`src/hdl/mei_pkg.sv`:
```
// Purpose: shared constants and types of the motion-event interrupt block
// Assumes: 8-bit register space, one 20 MHz clock
// Notes:   every offset, field position, reset value and timing count lives here
package mei_pkg;

    // ------------------------------------------------------------------
    // clock and sample-rate timing
    // ------------------------------------------------------------------
    localparam int CLK_HZ = 20_000_000;
    localparam int CLK_PER_US = CLK_HZ / 1_000_000;
    // duration step equals one sample period at each output data rate
    localparam int STEP_FAST_US = 2500;
    localparam int STEP_SLOW_US = 10000;
    localparam int SMP_FAST_CYCLES = STEP_FAST_US * CLK_PER_US;
    localparam int SMP_SLOW_CYCLES = STEP_SLOW_US * CLK_PER_US;
    localparam int DIV_W = 18;

    // ------------------------------------------------------------------
    // register offsets
    // ------------------------------------------------------------------
    localparam logic [7:0] ADDR_EV1_CFG = 8'h30;
    localparam logic [7:0] ADDR_EV1_SRC = 8'h31;
    localparam logic [7:0] ADDR_EV1_THS = 8'h32;
    localparam logic [7:0] ADDR_EV1_DUR = 8'h33;
    localparam logic [7:0] ADDR_EV2_CFG = 8'h34;
    localparam logic [7:0] ADDR_EV2_SRC = 8'h35;
    localparam logic [7:0] ADDR_EV2_THS = 8'h36;
    localparam logic [7:0] ADDR_EV2_DUR = 8'h37;
    localparam logic [7:0] ADDR_TAP_CFG = 8'h38;
    localparam logic [7:0] ADDR_TAP_SRC = 8'h39;
    localparam logic [7:0] ADDR_TAP_THS = 8'h3b;
    localparam logic [7:0] ADDR_CTRL = 8'h40;
    localparam logic [7:0] ADDR_IRQ_STATUS = 8'h41;
    localparam logic [7:0] ADDR_IRQ_CLEAR = 8'h42;
    localparam logic [7:0] ADDR_IRQ_ENABLE = 8'h43;

    // ------------------------------------------------------------------
    // reset values
    // ------------------------------------------------------------------
    localparam logic [7:0] RST_GEN_CFG = 8'h00;
    localparam logic [7:0] RST_EV1_THS = 8'h04;
    localparam logic [7:0] RST_EV2_THS = 8'h00;
    localparam logic [7:0] RST_DUR = 8'h00;
    localparam logic [7:0] RST_SRC = 8'h00;
    localparam logic [7:0] RST_TAP_CFG = 8'h00;
    localparam logic [7:0] RST_TAP_THS = 8'h00;
    localparam logic [7:0] RST_CTRL = 8'h00;
    localparam logic [2:0] RST_IRQ = 3'h0;

    // ------------------------------------------------------------------
    // field positions
    // ------------------------------------------------------------------
    localparam int CTRL_SMP_FAST_BIT = 0;
    localparam int IRQ_EV1_BIT = 0;
    localparam int IRQ_EV2_BIT = 1;
    localparam int IRQ_TAP_BIT = 2;
    localparam int NUM_GEN = 2;
    localparam logic [7:0] DUR_MAX = 8'hff;

    // ------------------------------------------------------------------
    // register layouts
    // ------------------------------------------------------------------
    typedef struct packed {
        logic combine_and_select;
        logic latch_request;
        logic z_high_enable;
        logic z_low_enable;
        logic y_high_enable;
        logic y_low_enable;
        logic x_high_enable;
        logic x_low_enable;
    } mei_gen_cfg_t;

    typedef struct packed {
        logic unused;
        logic interrupt_active;
        logic z_high_flag;
        logic z_low_flag;
        logic y_high_flag;
        logic y_low_flag;
        logic x_high_flag;
        logic x_low_flag;
    } mei_gen_src_t;

    typedef struct packed {
        logic count_down_mode;
        logic [6:0] event_threshold;
    } mei_gen_ths_t;

    typedef struct packed {
        logic unused;
        logic latch_request;
        logic [5:0] tap_enable;
    } mei_tap_cfg_t;

    typedef struct packed {
        logic unused;
        logic interrupt_active;
        logic [5:0] tap_flags;
    } mei_tap_src_t;

    typedef struct packed {
        logic [3:0] y_tap_threshold;
        logic [3:0] x_tap_threshold;
    } mei_tap_ths_t;

endpackage : mei_pkg

```
`src/hdl/mei_top.sv`:
```
// Purpose: two motion-event generators, tap flag logic and an interrupt summary
// Assumes: all inputs synchronous to ref_clk; tap pulses come from a tap detector
// Notes:   sample periods come from an internal divider enable, not a second clock
//
// What this block does
// - at 400 Hz rate each duration count is 2.5 ms, up to 637.5 ms.
// - at 100 Hz rate each duration count is 10 ms, up to 2.55 s.
// - duration counter freezes while latching and the event condition holds.
// - enabled axis events are ORed when combine bit is 0, ANDed when 1.
// - latch bit 1 holds request and flags until source read; 0 latches nothing.
// - enabled high event fires when axis magnitude exceeds the threshold.
// - enabled low event fires when axis magnitude is below the threshold.
// - source register shows six axis flags plus an active flag.
// - source read-only; reading clears it and the interrupt, allowing new capture.
// - 7-bit threshold resetting to 4 for event 1 and zero for event 2, count-down mode bit on top.
// - mode 0 resets counter when condition ends; mode 1 decrements it.
// - tap latch bit 1 holds tap request and flags until tap source read.
// - per axis tap output: none, single, double, or either, by enables.
// - tap source shows per-axis single and double flags plus active flag.
// - x and y tap thresholds share one register, 4 bits each, reset zero.
//
// The plain strobed port is this design's own decision.
`timescale 1ns/1ps

module mei_top #(
    parameter int FAST_PERIOD = mei_pkg::SMP_FAST_CYCLES,
    parameter int SLOW_PERIOD = mei_pkg::SMP_SLOW_CYCLES
) (
    input wire logic ref_clk,
    input wire logic srst,
    input wire logic [7:0] reg_addr,
    input wire logic [7:0] reg_wdata,
    input wire logic reg_wr,
    input wire logic reg_rd,
    output logic [7:0] reg_rdata,
    input wire logic signed [7:0] accel_x,
    input wire logic signed [7:0] accel_y,
    input wire logic signed [7:0] accel_z,
    input wire logic [2:0] tap_single,
    input wire logic [2:0] tap_double,
    output logic [3:0] x_tap_threshold,
    output logic [3:0] y_tap_threshold,
    output logic smp_tick,
    output logic event1_interrupt,
    output logic event2_interrupt,
    output logic tap_interrupt,
    output logic irq
);

    // ------------------------------------------------------------------
    // control register and output data rate divider
    // ------------------------------------------------------------------
    logic [7:0] ctrl;
    logic [mei_pkg::DIV_W-1:0] div_cnt;
    wire ctrl_wr = reg_wr && (reg_addr == mei_pkg::ADDR_CTRL);
    wire smp_fast = ctrl[mei_pkg::CTRL_SMP_FAST_BIT];
    // sample period sets the duration step: 2.5 ms fast, 10 ms slow
    wire [mei_pkg::DIV_W-1:0] div_last = smp_fast ?
        mei_pkg::DIV_W'(FAST_PERIOD - 1) :
        mei_pkg::DIV_W'(SLOW_PERIOD - 1);
    // >= guards a rate change that leaves the count past the new limit
    wire div_wrap = (div_cnt >= div_last);
    wire [mei_pkg::DIV_W-1:0] next_div_cnt = div_wrap ? '0 : div_cnt + 1'b1;

    always_ff @(posedge ref_clk) begin
        if (srst) begin
            ctrl <= mei_pkg::RST_CTRL;
        end else if (ctrl_wr) begin
            ctrl <= reg_wdata;
        end
    end

    always_ff @(posedge ref_clk) begin
        if (srst) begin
            div_cnt <= '0;
            smp_tick <= 1'b0;
        end else begin
            div_cnt <= next_div_cnt;
            smp_tick <= div_wrap;
        end
    end

    // ------------------------------------------------------------------
    // axis magnitudes, taken once per sample period
    // ------------------------------------------------------------------
    // magnitude keeps -128 as 128, so the unsigned compare stays exact
    wire [7:0] mag_x = accel_x[7] ? 8'(-accel_x) : 8'(accel_x);
    wire [7:0] mag_y = accel_y[7] ? 8'(-accel_y) : 8'(accel_y);
    wire [7:0] mag_z = accel_z[7] ? 8'(-accel_z) : 8'(accel_z);

    // ------------------------------------------------------------------
    // motion-event generators
    // ------------------------------------------------------------------
    logic [mei_pkg::NUM_GEN-1:0][7:0] gen_cfg_rd;
    logic [mei_pkg::NUM_GEN-1:0][7:0] gen_src_rd;
    logic [mei_pkg::NUM_GEN-1:0][7:0] gen_ths_rd;
    logic [mei_pkg::NUM_GEN-1:0][7:0] gen_dur_rd;
    logic [mei_pkg::NUM_GEN-1:0] gen_irq;

    for (genvar g = 0; g < mei_pkg::NUM_GEN; g++) begin : gen_event
        localparam logic [7:0] CFG_A = (g == 0) ? mei_pkg::ADDR_EV1_CFG : mei_pkg::ADDR_EV2_CFG;
        localparam logic [7:0] SRC_A = (g == 0) ? mei_pkg::ADDR_EV1_SRC : mei_pkg::ADDR_EV2_SRC;
        localparam logic [7:0] THS_A = (g == 0) ? mei_pkg::ADDR_EV1_THS : mei_pkg::ADDR_EV2_THS;
        localparam logic [7:0] DUR_A = (g == 0) ? mei_pkg::ADDR_EV1_DUR : mei_pkg::ADDR_EV2_DUR;
        localparam logic [7:0] THS_RST = (g == 0) ? mei_pkg::RST_EV1_THS : mei_pkg::RST_EV2_THS;

        mei_pkg::mei_gen_cfg_t cfg;
        mei_pkg::mei_gen_ths_t ths;
        mei_pkg::mei_gen_src_t src;
        logic [7:0] dur;
        logic [7:0] cnt;

        wire cfg_wr = reg_wr && (reg_addr == CFG_A);
        wire ths_wr = reg_wr && (reg_addr == THS_A);
        wire dur_wr = reg_wr && (reg_addr == DUR_A);
        // writes to the source address are ignored: it is read-only
        wire src_rd = reg_rd && (reg_addr == SRC_A);

        wire [7:0] lim = {1'b0, ths.event_threshold};
        wire [5:0] raw_ev = {
            mag_z > lim, mag_z < lim,
            mag_y > lim, mag_y < lim,
            mag_x > lim, mag_x < lim
        };
        wire [5:0] en = cfg[5:0];
        wire [5:0] ev = raw_ev & en;
        // and-mode with nothing enabled never fires
        wire cond_and = (|en) && (ev == en);
        wire cond = cfg.combine_and_select ? cond_and : (|ev);
        wire held = cfg.latch_request && src.interrupt_active && cond;
        wire fire = cond && (cnt >= dur);
        wire capture = smp_tick && fire && !(cfg.latch_request && src.interrupt_active);

        logic [7:0] next_cnt;
        mei_pkg::mei_gen_src_t next_src;

        always_comb begin
            next_cnt = cnt;
            if (smp_tick) begin
                if (held) begin
                    next_cnt = cnt;
                end else if (cond) begin
                    next_cnt = (cnt == mei_pkg::DUR_MAX) ? cnt : cnt + 8'h01;
                end else if (ths.count_down_mode) begin
                    next_cnt = (cnt == 8'h00) ? cnt : cnt - 8'h01;
                end else begin
                    next_cnt = 8'h00;
                end
            end
        end

        always_comb begin
            next_src = src;
            if (capture) begin
                // a capture in the cycle of the read wins over the clear
                next_src = {1'b0, 1'b1, ev};
            end else if (smp_tick && !cfg.latch_request) begin
                next_src = mei_pkg::RST_SRC;
            end else if (src_rd) begin
                next_src = mei_pkg::RST_SRC;
            end
        end

        always_ff @(posedge ref_clk) begin
            if (srst) begin
                cfg <= mei_pkg::RST_GEN_CFG;
                ths <= THS_RST;
                dur <= mei_pkg::RST_DUR;
                cnt <= 8'h00;
                src <= mei_pkg::RST_SRC;
            end else begin
                if (cfg_wr) begin
                    cfg <= reg_wdata;
                end
                if (ths_wr) begin
                    ths <= reg_wdata;
                end
                if (dur_wr) begin
                    dur <= reg_wdata;
                end
                cnt <= next_cnt;
                src <= next_src;
            end
        end

        // each generator owns its slice only
        assign gen_cfg_rd[g] = cfg;
        assign gen_src_rd[g] = src;
        assign gen_ths_rd[g] = ths;
        assign gen_dur_rd[g] = dur;
        assign gen_irq[g] = src.interrupt_active;
    end

    assign event1_interrupt = gen_irq[0];
    assign event2_interrupt = gen_irq[1];

    // ------------------------------------------------------------------
    // tap flags
    // ------------------------------------------------------------------
    mei_pkg::mei_tap_cfg_t tap_cfg;
    mei_pkg::mei_tap_src_t tap_src;
    mei_pkg::mei_tap_ths_t tap_ths;
    mei_pkg::mei_tap_src_t next_tap_src;

    wire tap_cfg_wr = reg_wr && (reg_addr == mei_pkg::ADDR_TAP_CFG);
    wire tap_ths_wr = reg_wr && (reg_addr == mei_pkg::ADDR_TAP_THS);
    wire tap_src_rd = reg_rd && (reg_addr == mei_pkg::ADDR_TAP_SRC);
    // order per axis: double then single, z down to x
    wire [5:0] tap_raw = {
        tap_double[2], tap_single[2],
        tap_double[1], tap_single[1],
        tap_double[0], tap_single[0]
    };
    wire [5:0] tap_ev = tap_raw & tap_cfg.tap_enable;
    wire tap_hit = |tap_ev;
    wire tap_hold = tap_cfg.latch_request && tap_src.interrupt_active;

    always_comb begin
        next_tap_src = tap_src;
        if (tap_hit && !tap_hold) begin
            next_tap_src = {1'b0, 1'b1, tap_ev};
        end else if (tap_src_rd) begin
            next_tap_src = mei_pkg::RST_SRC;
        end
    end

    always_ff @(posedge ref_clk) begin
        if (srst) begin
            tap_cfg <= mei_pkg::RST_TAP_CFG;
            tap_ths <= mei_pkg::RST_TAP_THS;
            tap_src <= mei_pkg::RST_SRC;
        end else begin
            if (tap_cfg_wr) begin
                tap_cfg <= reg_wdata;
            end
            if (tap_ths_wr) begin
                tap_ths <= reg_wdata;
            end
            tap_src <= next_tap_src;
        end
    end

    assign x_tap_threshold = tap_ths.x_tap_threshold;
    assign y_tap_threshold = tap_ths.y_tap_threshold;
    assign tap_interrupt = tap_src.interrupt_active;

    // ------------------------------------------------------------------
    // interrupt summary: sticky rising-edge status, enable, clear
    // ------------------------------------------------------------------
    logic [2:0] line_prev;
    logic [2:0] irq_status;
    logic [2:0] irq_enable;
    wire [2:0] lines = {tap_interrupt, event2_interrupt, event1_interrupt};
    wire [2:0] line_rise = lines & ~line_prev;
    wire irq_clr_wr = reg_wr && (reg_addr == mei_pkg::ADDR_IRQ_CLEAR);
    wire irq_en_wr = reg_wr && (reg_addr == mei_pkg::ADDR_IRQ_ENABLE);
    wire [2:0] clr_mask = irq_clr_wr ? reg_wdata[2:0] : 3'h0;
    // set wins: an edge in the cycle of its clear is kept
    wire [2:0] next_irq_status = (irq_status & ~clr_mask) | line_rise;
    wire [2:0] next_irq_enable = irq_en_wr ? reg_wdata[2:0] : irq_enable;

    always_ff @(posedge ref_clk) begin
        if (srst) begin
            line_prev <= mei_pkg::RST_IRQ;
            irq_status <= mei_pkg::RST_IRQ;
            irq_enable <= mei_pkg::RST_IRQ;
            irq <= 1'b0;
        end else begin
            line_prev <= lines;
            irq_status <= next_irq_status;
            irq_enable <= next_irq_enable;
            irq <= |(next_irq_status & next_irq_enable);
        end
    end

    // ------------------------------------------------------------------
    // register read port: data one cycle after the strobe, zero otherwise
    // ------------------------------------------------------------------
    logic [7:0] rd_mux;

    always_comb begin
        case (reg_addr)
            mei_pkg::ADDR_EV1_CFG: rd_mux = gen_cfg_rd[0];
            mei_pkg::ADDR_EV1_SRC: rd_mux = gen_src_rd[0];
            mei_pkg::ADDR_EV1_THS: rd_mux = gen_ths_rd[0];
            mei_pkg::ADDR_EV1_DUR: rd_mux = gen_dur_rd[0];
            mei_pkg::ADDR_EV2_CFG: rd_mux = gen_cfg_rd[1];
            mei_pkg::ADDR_EV2_SRC: rd_mux = gen_src_rd[1];
            mei_pkg::ADDR_EV2_THS: rd_mux = gen_ths_rd[1];
            mei_pkg::ADDR_EV2_DUR: rd_mux = gen_dur_rd[1];
            mei_pkg::ADDR_TAP_CFG: rd_mux = tap_cfg;
            mei_pkg::ADDR_TAP_SRC: rd_mux = tap_src;
            mei_pkg::ADDR_TAP_THS: rd_mux = tap_ths;
            mei_pkg::ADDR_CTRL: rd_mux = ctrl;
            mei_pkg::ADDR_IRQ_STATUS: rd_mux = {5'h00, irq_status};
            mei_pkg::ADDR_IRQ_ENABLE: rd_mux = {5'h00, irq_enable};
            default: rd_mux = 8'h00;
        endcase
    end

    always_ff @(posedge ref_clk) begin
        if (srst) begin
            reg_rdata <= 8'h00;
        end else begin
            reg_rdata <= reg_rd ? rd_mux : 8'h00;
        end
    end

endmodule : mei_top

```
`config.mk`:
```
export PLATFORM = sky130hd
export DESIGN_NAME = mei_top
export DESIGN_NICKNAME = d
export VERILOG_FILES = /design/src/hdl/mei_pkg.sv /design/src/hdl/mei_top.sv
export SDC_FILE = /design/constraint.sdc
export NUM_CORES = 1
export LEC_CHECK = 0
export BUFFER_PORTS_ARGS = -buffer_cell sky130_fd_sc_hd__buf_2
export CAP_MARGIN = 20
export CORE_MARGIN = 1.5
export CORE_UTILIZATION = 50
export CTS_CLUSTER_DIAMETER = 50
export DETAILED_ROUTE_END_ITERATION = 7
export PLACE_DENSITY_LB_ADDON = 0.12
export REMOVE_ABC_BUFFERS = 1
export SLEW_MARGIN = 20
export SYNTH_ARGS = -nofsm -noshare
export SYNTH_HDL_FRONTEND = slang
export SYNTH_SLANG_ARGS = --single-unit
```
`constraint.sdc`:
```
create_clock -name ref_clk -period 12.1 [get_ports ref_clk]
set_input_delay 1.815 -clock ref_clk [delete_from_list [all_inputs] [get_ports ref_clk]]
set_output_delay 1.815 -clock ref_clk [all_outputs]
set_load 0.1 [all_outputs]
```
# ---- Word level (Yosys, flattened, before mapping)
# Index checks and enable logic that the tools add are counted.
dict set report classes {
  shift 0
  n_mul 0
  n_reduce_logical 50
  add_sub_neg 8
  n_eq_ne 23
  muxes 25
  bitwise_logic 12
  div_mod_pow 0
  order_cmp 15
}
# op count
set op_table {}
lappend op_table {{case mux 8 bit (14 select lines)} 1}
lappend op_table {{== test 8 x 6 -> 1 bit, second input constant} 11}
lappend op_table {{two-way mux 8 bit} 11}
lappend op_table {{two-way mux 7 bit} 8}
lappend op_table {{greater-than comparator 8 x 7 -> 1 bit} 6}
lappend op_table {{< comparator 8 x 7 -> 1 bit} 6}
lappend op_table {{== test 8 x 7 -> 1 bit, second input constant} 4}
lappend op_table {{logical AND 1 bit} 30}
lappend op_table {{OR reduction 6 bit} 5}
lappend op_table {{negator 8 bit} 3}
lappend op_table {{adder 18 x 1 -> 18 bit, second input constant} 1}
lappend op_table {{AND 6 bit} 3}
lappend op_table {{>= comparator 18 bit} 1}
lappend op_table {{two-way mux 18 bit} 1}
lappend op_table {{adder 8 x 1 -> 8 bit, second input constant} 2}
lappend op_table {{== test 8 bit, second input constant} 2}
lappend op_table {{>= comparator 8 bit} 2}
lappend op_table {{logical NOT 8 bit} 2}
lappend op_table {{subtractor 8 x 1 -> 8 bit, second input constant} 2}
lappend op_table {{== test 6 bit} 2}
lappend op_table {{AND 3 bit} 3}
lappend op_table {{AND reduction 4 bit} 2}
lappend op_table {{two-way mux 3 bit} 2}
lappend op_table {{inequality test 3 bit, second input constant} 2}
lappend op_table {{other kinds (10)} 21}
dict set report totals {
  ff_bits 146
  inputBits 50
  ramBits 0
  latch_bits 0
  memories 0
  romBits 0
}

# ---- Logic depth before layout (Yosys ltp)
dict set report logic_depth {
  word_depth 11
  ltp_mapped 17
}

# ---- Least setup slack after synthesis
# OpenSTA, ideal clock, no wires.
dict set report synth_path {
  path_type {input-to-reg}
  start {in accel_z[0]}
  end {reg gen_event[1].src[0] (netlist bit)}
  t_required_ns 12.035
  path_buffers 0
  cell_stages 14
  path_slack_ns 6.929
  setup_ns 0.065
  arrival_time_ns 5.106
  path_cell_list {or3_1 o31ai_1 xnor2_1 ha_1 and3_1 a221o_1 a31oi_1 nand3_1 a21boi_1 a41oi_1 nor2_2 nor4_4 mux2_2 nor2_1}
}
dict set report synth_via {
  elab_chain_cells 11
  elab_cells_between_ends 14
  cone_classes {add/sub (1); order compare (2); eq/ne (1); mux (3); bitwise (1); reduce/logical (6)}
}
# element line_no
set synth_rtl {}
lappend synth_rtl {{from (decl)} mei_top.sv:38} ;# input wire logic signed [7:0] accel_z,
lappend synth_rtl {{negator 8 bit} mei_top.sv:89} ;# wire [7:0] mag_z = accel_z[7] ? 8'(-accel_z) : 8'(accel_z);
lappend synth_rtl {{two-way mux 8 bit (*)} mei_top.sv:89}
lappend synth_rtl {{< comparator 8 x 7 -> 1 bit or greater-than comparator 8 x 7 -> 1 bit (tied branches)} mei_top.sv:121} ;# mag_z > lim, mag_z < lim,
lappend synth_rtl {{AND 6 bit (*)} mei_top.sv:126} ;# wire [5:0] ev = raw_ev & en;
lappend synth_rtl {{== test 6 bit} mei_top.sv:128} ;# wire cond_and = (|en) && (ev == en);
lappend synth_rtl {{logical AND 1 bit} mei_top.sv:128}
lappend synth_rtl {{two-way mux 1 bit (*)} mei_top.sv:129} ;# wire cond = cfg.combine_and_select ? cond_and : (|ev);
lappend synth_rtl {{logical AND 1 bit (*)} mei_top.sv:131} ;# wire fire = cond && (cnt >= dur);
lappend synth_rtl {{logical AND 1 bit (*) (2 in series)} mei_top.sv:132} ;# wire capture = smp_tick && fire && !(cfg.latch_request && src.interrupt_active);
lappend synth_rtl {{nonzero test 3 bit (no source line) or two-way mux 7 bit (tied branches)} --}
lappend synth_rtl {{to (signal assigned)} mei_top.sv:170} ;# src <= mei_pkg::RST_SRC;
lappend synth_rtl {{to (signal assigned)} mei_top.sv:182} ;# src <= next_src;
lappend synth_rtl {{to (decl)} mei_top.sv:109} ;# mei_pkg::mei_gen_src_t src;
# Mark *: on every way between the ends. The rest lies on a longest branch, timed or not.
# A chain may end at the register's enable or synchronous reset.

# ---- Worst setup path after layout
dict set report layout_path {
  start {in accel_z[0]}
  end {reg gen_event[1].src[5] (netlist bit)}
}
dict set report layout_via {
  elab_chain_cells 11
  elab_cells_between_ends 14
  cone_classes {add/sub (1); order compare (2); eq/ne (1); mux (3); bitwise (1); reduce/logical (6)}
}
# element line_no
set layout_rtl {}
lappend layout_rtl {{negator 8 bit} mei_top.sv:89}
lappend layout_rtl {{two-way mux 8 bit (*)} mei_top.sv:89}
lappend layout_rtl {{< comparator 8 x 7 -> 1 bit or greater-than comparator 8 x 7 -> 1 bit (tied branches)} mei_top.sv:121}
lappend layout_rtl {{AND 6 bit (*)} mei_top.sv:126}
lappend layout_rtl {{== test 6 bit} mei_top.sv:128}
lappend layout_rtl {{logical AND 1 bit} mei_top.sv:128}
lappend layout_rtl {{two-way mux 1 bit} mei_top.sv:129}
lappend layout_rtl {{logical AND 1 bit} mei_top.sv:131}
lappend layout_rtl {{logical AND 1 bit (2 in series)} mei_top.sv:132}
lappend layout_rtl {{nonzero test 3 bit (no source line) or two-way mux 7 bit (tied branches)} --}
# Marked as above.

==> impl_metrics.toml <==
[worst_setup_path]
cpPeakStageDelay_ns = 0.56
criticalPathCategory = "in2reg"
timing.critical_path.from_type = "input port"
worstSetupPathDepth = 15
critPathRequiredTime_ns = 12.45
timing.reg2reg.setup_slack_ns = 8.29
cp_cell_sequence = "buf_2 -> or3_1 -> o31ai_1 -> xnor2_1 -> ha_1 -> and3_1 -> a221o_1 -> a31oi_1 -> nand3_1 -> a21boi_1 -> a41oi_1 -> nor2_2 -> nor4_4 -> mux2_2 -> nor2_1"
worst-path-buf-inv = 1
crit_slowest_cell = "sky130_fd_sc_hd__nor4_4"
r2r_cells = 12
top_family_by_delay_on_critical_path = "simple AND/OR/NAND/NOR gates"
critical_path_arrival_ns = 5.93
critical_path_peak_fanout = 19
timing.critical_path.to_type = "flop"

[sta]
fin_worst_skew_ns = 0.009843
layout_worst_path_cycle_share_pct = 46.07
period_minus_slack_ns = 5.575
tightest_slew_ns = 0.8580
hold_viol = 0
grt_setup_unrepaired = "false"
tns_ns = 0
number_of_setup_violations_in_the_final_report = 0
final-max-slew-violation-count = 0
slew_headroom_pct = 42.27
timing.fmax_ghz = 0.1794

[placement]
port-buffer-count = 70
placement.cell_area_sq_um = 9498
gp_congestion = 0.9178
dp.cells = 1394
detailed_place_hpwl_mm = 18.69

[detailed_routing]
total_routed_wirelength_mm = 26.16
route.antenna.remaining_nets = 0
post_drt_wl_per_cell_um = 18.34
via_count = 8753
drcViolationCount = 10
drtPass1Iterations = 8
number_of_violations_reported_at_the_end_of_detailed_routing_iteration_0 = 964
avgViaCountPerCell = 6.138

[global_routing]
grt_antenna_before_repair = 0
first_global_vias = 7860
grt_max_degree = 79
total_routing_usage_gr_pct = 28.73
grt_first_pass_wirelength_mm = 42.04
gr-total-overflow = 0

[power]
power.density_nw_per_um2 = 113.6
sequentialPowerShare_pct = 41.9
combinationalPowerShare_pct = 8.4
switching_share_pct = 26.02
netSwitchingPower_w = 0.0002997
power_frac_clock_pct = 49.7
internal-power_w = 0.0008520
power.static_leakage_nw = 3.668
ir_worst_vdd_v = 0.0001071

[job]
drv_cap = 0

[clock_tree]
tritoncts.num_buffers = 17
cts_tree = "yes"
worst_skew_pair.late_latency_ns = 0.43
post_cts.resized_instances = 0
cts-htree-levels = 4
cts_setup_buffers = 0
clkTransAtPathRegs_ns = 0.07
quantity_of_hold_fixing_buffers_added_after_cts = 0
clock_tree.root_cell = "sky130_fd_sc_hd__clkbuf_16"
clock_path_buffers = 2
numClockSinks = 146

[cells_and_area]
final_area_sq_um = 10140
num_antenna_cells = 0
nets = 1316
final_util_pct = 58.20
fillCellCount = 1642
final_layout_size_suffix_gt1_share_pct = 11.74
fin_cells = 1426
synthToLayoutAreaGrowth_pct = 12.73

[logic_synthesis]
ys_warn_count = 0
number_of_library_cell_types_mapped_by_synthesis = 74
post_synthesis_register_bit_count = 146
synth_edf_count = 0
syn-cell-area_sq_um = 8991
dominantRegCellSynth = "sky130_fd_sc_hd__dfxtp_1"
netlist_instances = 1142
postSynthAreaPerCell_sq_um = 7.873
synth_async_sr_flop_share_pct = 0
synth.yosys.seq_area_share_pct = 32.51

[hold_path]
timing.hold.worst.class = "reg2reg"
min_delay_path_depth = 1

[die]
die-height_um = 137.1
coreArea_sq_um = 17420
floorplan.initialDensity_pct = 51.62
fp.dieArea_sq_um = 18800
die_width_um = 137.1
num_io_pins = 71
std_cell_rows = 48

[status]
failing_checks = "design-rule violations"
run_status = "finished with violations"
[cell usage after synthesis, types with 4 or more instances]
master                       n  area, sq um
sky130_fd_sc_hd__a31oi_1    12        75.07
sky130_fd_sc_hd__o21ai_0    40        200.2
sky130_fd_sc_hd__and3_1     12        75.07
sky130_fd_sc_hd__nand2b_1   14        87.58
sky130_fd_sc_hd__a21oi_1   120        600.6
sky130_fd_sc_hd__xnor2_1    28        245.2
sky130_fd_sc_hd__nor2_1     86        322.8
sky130_fd_sc_hd__a22oi_1    12        90.09
sky130_fd_sc_hd__and4_1      4        35.03
sky130_fd_sc_hd__mux2_2      7        78.83
sky130_fd_sc_hd__a211o_1     4        35.03
sky130_fd_sc_hd__a22o_1      8        70.07
sky130_fd_sc_hd__or3_1       4        25.02
sky130_fd_sc_hd__nand4_1    10        62.56
sky130_fd_sc_hd__a222oi_1   14        140.1
sky130_fd_sc_hd__a21o_1     13        97.59
sky130_fd_sc_hd__inv_1      59        221.5
sky130_fd_sc_hd__clkbuf_1   46        172.7
sky130_fd_sc_hd__mux2i_1     6        60.06
sky130_fd_sc_hd__nand3_1   106        530.5
sky130_fd_sc_hd__a211oi_1    4        30.03
sky130_fd_sc_hd__nor4_1      6        37.54
sky130_fd_sc_hd__o21a_1      4        30.03
sky130_fd_sc_hd__or4_1       4        30.03
sky130_fd_sc_hd__a221oi_1   14        122.6
sky130_fd_sc_hd__nand2_1   150        563.0
sky130_fd_sc_hd__nand3b_1   14        105.1
sky130_fd_sc_hd__a32oi_1     8        70.07
sky130_fd_sc_hd__nor2b_1    16        100.1
sky130_fd_sc_hd__xor2_1      8        70.07
sky130_fd_sc_hd__dfxtp_1   146         2923
sky130_fd_sc_hd__o31ai_1     9        67.56
sky130_fd_sc_hd__o211ai_1    5        37.54
sky130_fd_sc_hd__nor3_1     12        60.06
sky130_fd_sc_hd__ha_1       78        975.9
sky130_fd_sc_hd__or2_2       4        25.02
[state kept, by name (all words and copies together) (netlist names), 4 cells and up]
signal,flops
gen_event.src,12
reg_rdata,8
gen_event.cnt,16
y_tap_threshold,4
div_cnt,18
gen_cfg_rd,16
x_tap_threshold,4
ctrl,8
tap_src,6
gen_event.lim,14
tap_cfg,8
gen_event.dur,16
[layer usage]
| layer | part of all wire [%] | GRT usage (%) | vias up |
|---|---|---|---|
| li1 | - | - | 4235 |
| met1 | 47 | 41.91 | 4063 |
| met2 | 43 | 43.83 | 410 |
| met3 | 8.1 | 4.296 | 45 |
| met4 | 2.1 | 8.012 | 0 |
| met5 | 0 | 0 | - |
[layout make-up]
class | instances | area, sq um | area share, %
multi-input cells | 883 | 5643 | 55.67
flip-flops and latches | 146 | 2923 | 28.84
repair buffers | 80 | 427.9 | 4.222
clock buffers | 17 | 425.4 | 4.197
well taps | 225 | 281.5 | 2.777
inverters | 60 | 225.2 | 2.222
clock inverters | 15 | 210.2 | 2.074
[layout by cell type (no fill, tap or decap), types with 11 or more instances in the layout]
| cell | synthesis | final |
|---|---|---|
| sky130_fd_sc_hd__a21oi_1 | 120 | 120 |
| sky130_fd_sc_hd__nand3_1 | 106 | 106 |
| sky130_fd_sc_hd__clkbuf_16 | 0 | 17 |
| sky130_fd_sc_hd__inv_1 | 59 | 59 |
| sky130_fd_sc_hd__nor2b_1 | 16 | 16 |
| sky130_fd_sc_hd__a221oi_1 | 14 | 14 |
| sky130_fd_sc_hd__a22oi_1 | 12 | 12 |
| sky130_fd_sc_hd__a31oi_1 | 12 | 12 |
| sky130_fd_sc_hd__ha_1 | 78 | 78 |
| sky130_fd_sc_hd__o21ai_0 | 40 | 40 |
| sky130_fd_sc_hd__nor2_1 | 86 | 85 |
| sky130_fd_sc_hd__buf_4 | 1 | 11 |
| sky130_fd_sc_hd__nand2_1 | 150 | 150 |
| sky130_fd_sc_hd__a21o_1 | 13 | 13 |
| sky130_fd_sc_hd__nand2b_1 | 14 | 14 |
| sky130_fd_sc_hd__buf_2 | 2 | 69 |
| sky130_fd_sc_hd__nand3b_1 | 14 | 14 |
| sky130_fd_sc_hd__a222oi_1 | 14 | 14 |
| sky130_fd_sc_hd__and3_1 | 12 | 12 |
| sky130_fd_sc_hd__dfxtp_1 | 146 | 146 |
| sky130_fd_sc_hd__xnor2_1 | 28 | 28 |
[final timing paths]
path,startpoint,end
max reg2reg,gen_event[1].lim[5],gen_event[1].src[5]
min reg2reg,div_cnt[0],div_cnt[0]
min,div_cnt[0],div_cnt[0]
max,accel_z[0],gen_event[1].src[5]
[per-stage QoR]
stage | setup slack, ns | hold WS (ns) | total power, W
after floorplan | 6.842 | 0.4130 | 0.0005454
after global placement | 6.169 | 0.4253 | 0.0005876
after detailed placement | 6.107 | 0.4295 | 0.0005888
after CTS | 6.522 | 0.4405 | 0.001156
after global routing | 6.254 | 0.4632 | 0.001190
final | 6.525 | 0.4372 | 0.001152
[power groups by stage]
stage	Sequential (W)	Combinational [W]	Clock, W
floorplan	0.000494	0.0000518	0
global placement	0.000494	0.0000941	0
detailed placement	0.000494	0.0000952	0
CTS	0.000483	0.0000957	0.000578
global route	0.000483	0.000109	0.000599
finish	0.000483	0.0000970	0.000572
[worst register-to-register path: stages (launching register included)]
cell and delay [ns]:
sky130_fd_sc_hd__dfxtp_1 0.40, sky130_fd_sc_hd__inv_1 0.14, sky130_fd_sc_hd__ha_1 0.35, sky130_fd_sc_hd__and3_1 0.20, sky130_fd_sc_hd__a221o_1 0.36, sky130_fd_sc_hd__a31oi_1 0.30, sky130_fd_sc_hd__nand3_1 0.17, sky130_fd_sc_hd__a21boi_1 0.16
sky130_fd_sc_hd__a41oi_1 0.37, sky130_fd_sc_hd__nor2_2 0.25, sky130_fd_sc_hd__nor4_4 0.56, sky130_fd_sc_hd__mux2_2 0.40, sky130_fd_sc_hd__nor2_1 0.09
[logic make-up after synthesis]
| logic type | synth area share [%] |
|---|---|
| xor+xnor | 3.507 |
| compound gates | 21.93 |
| fa+ha+maj | 10.85 |
| buf+inv | 4.871 |
| simple gates | 24.78 |
| mux | 1.545 |
| flops | 32.51 |
No activity file was read; power rests on OpenSTA's default activity.
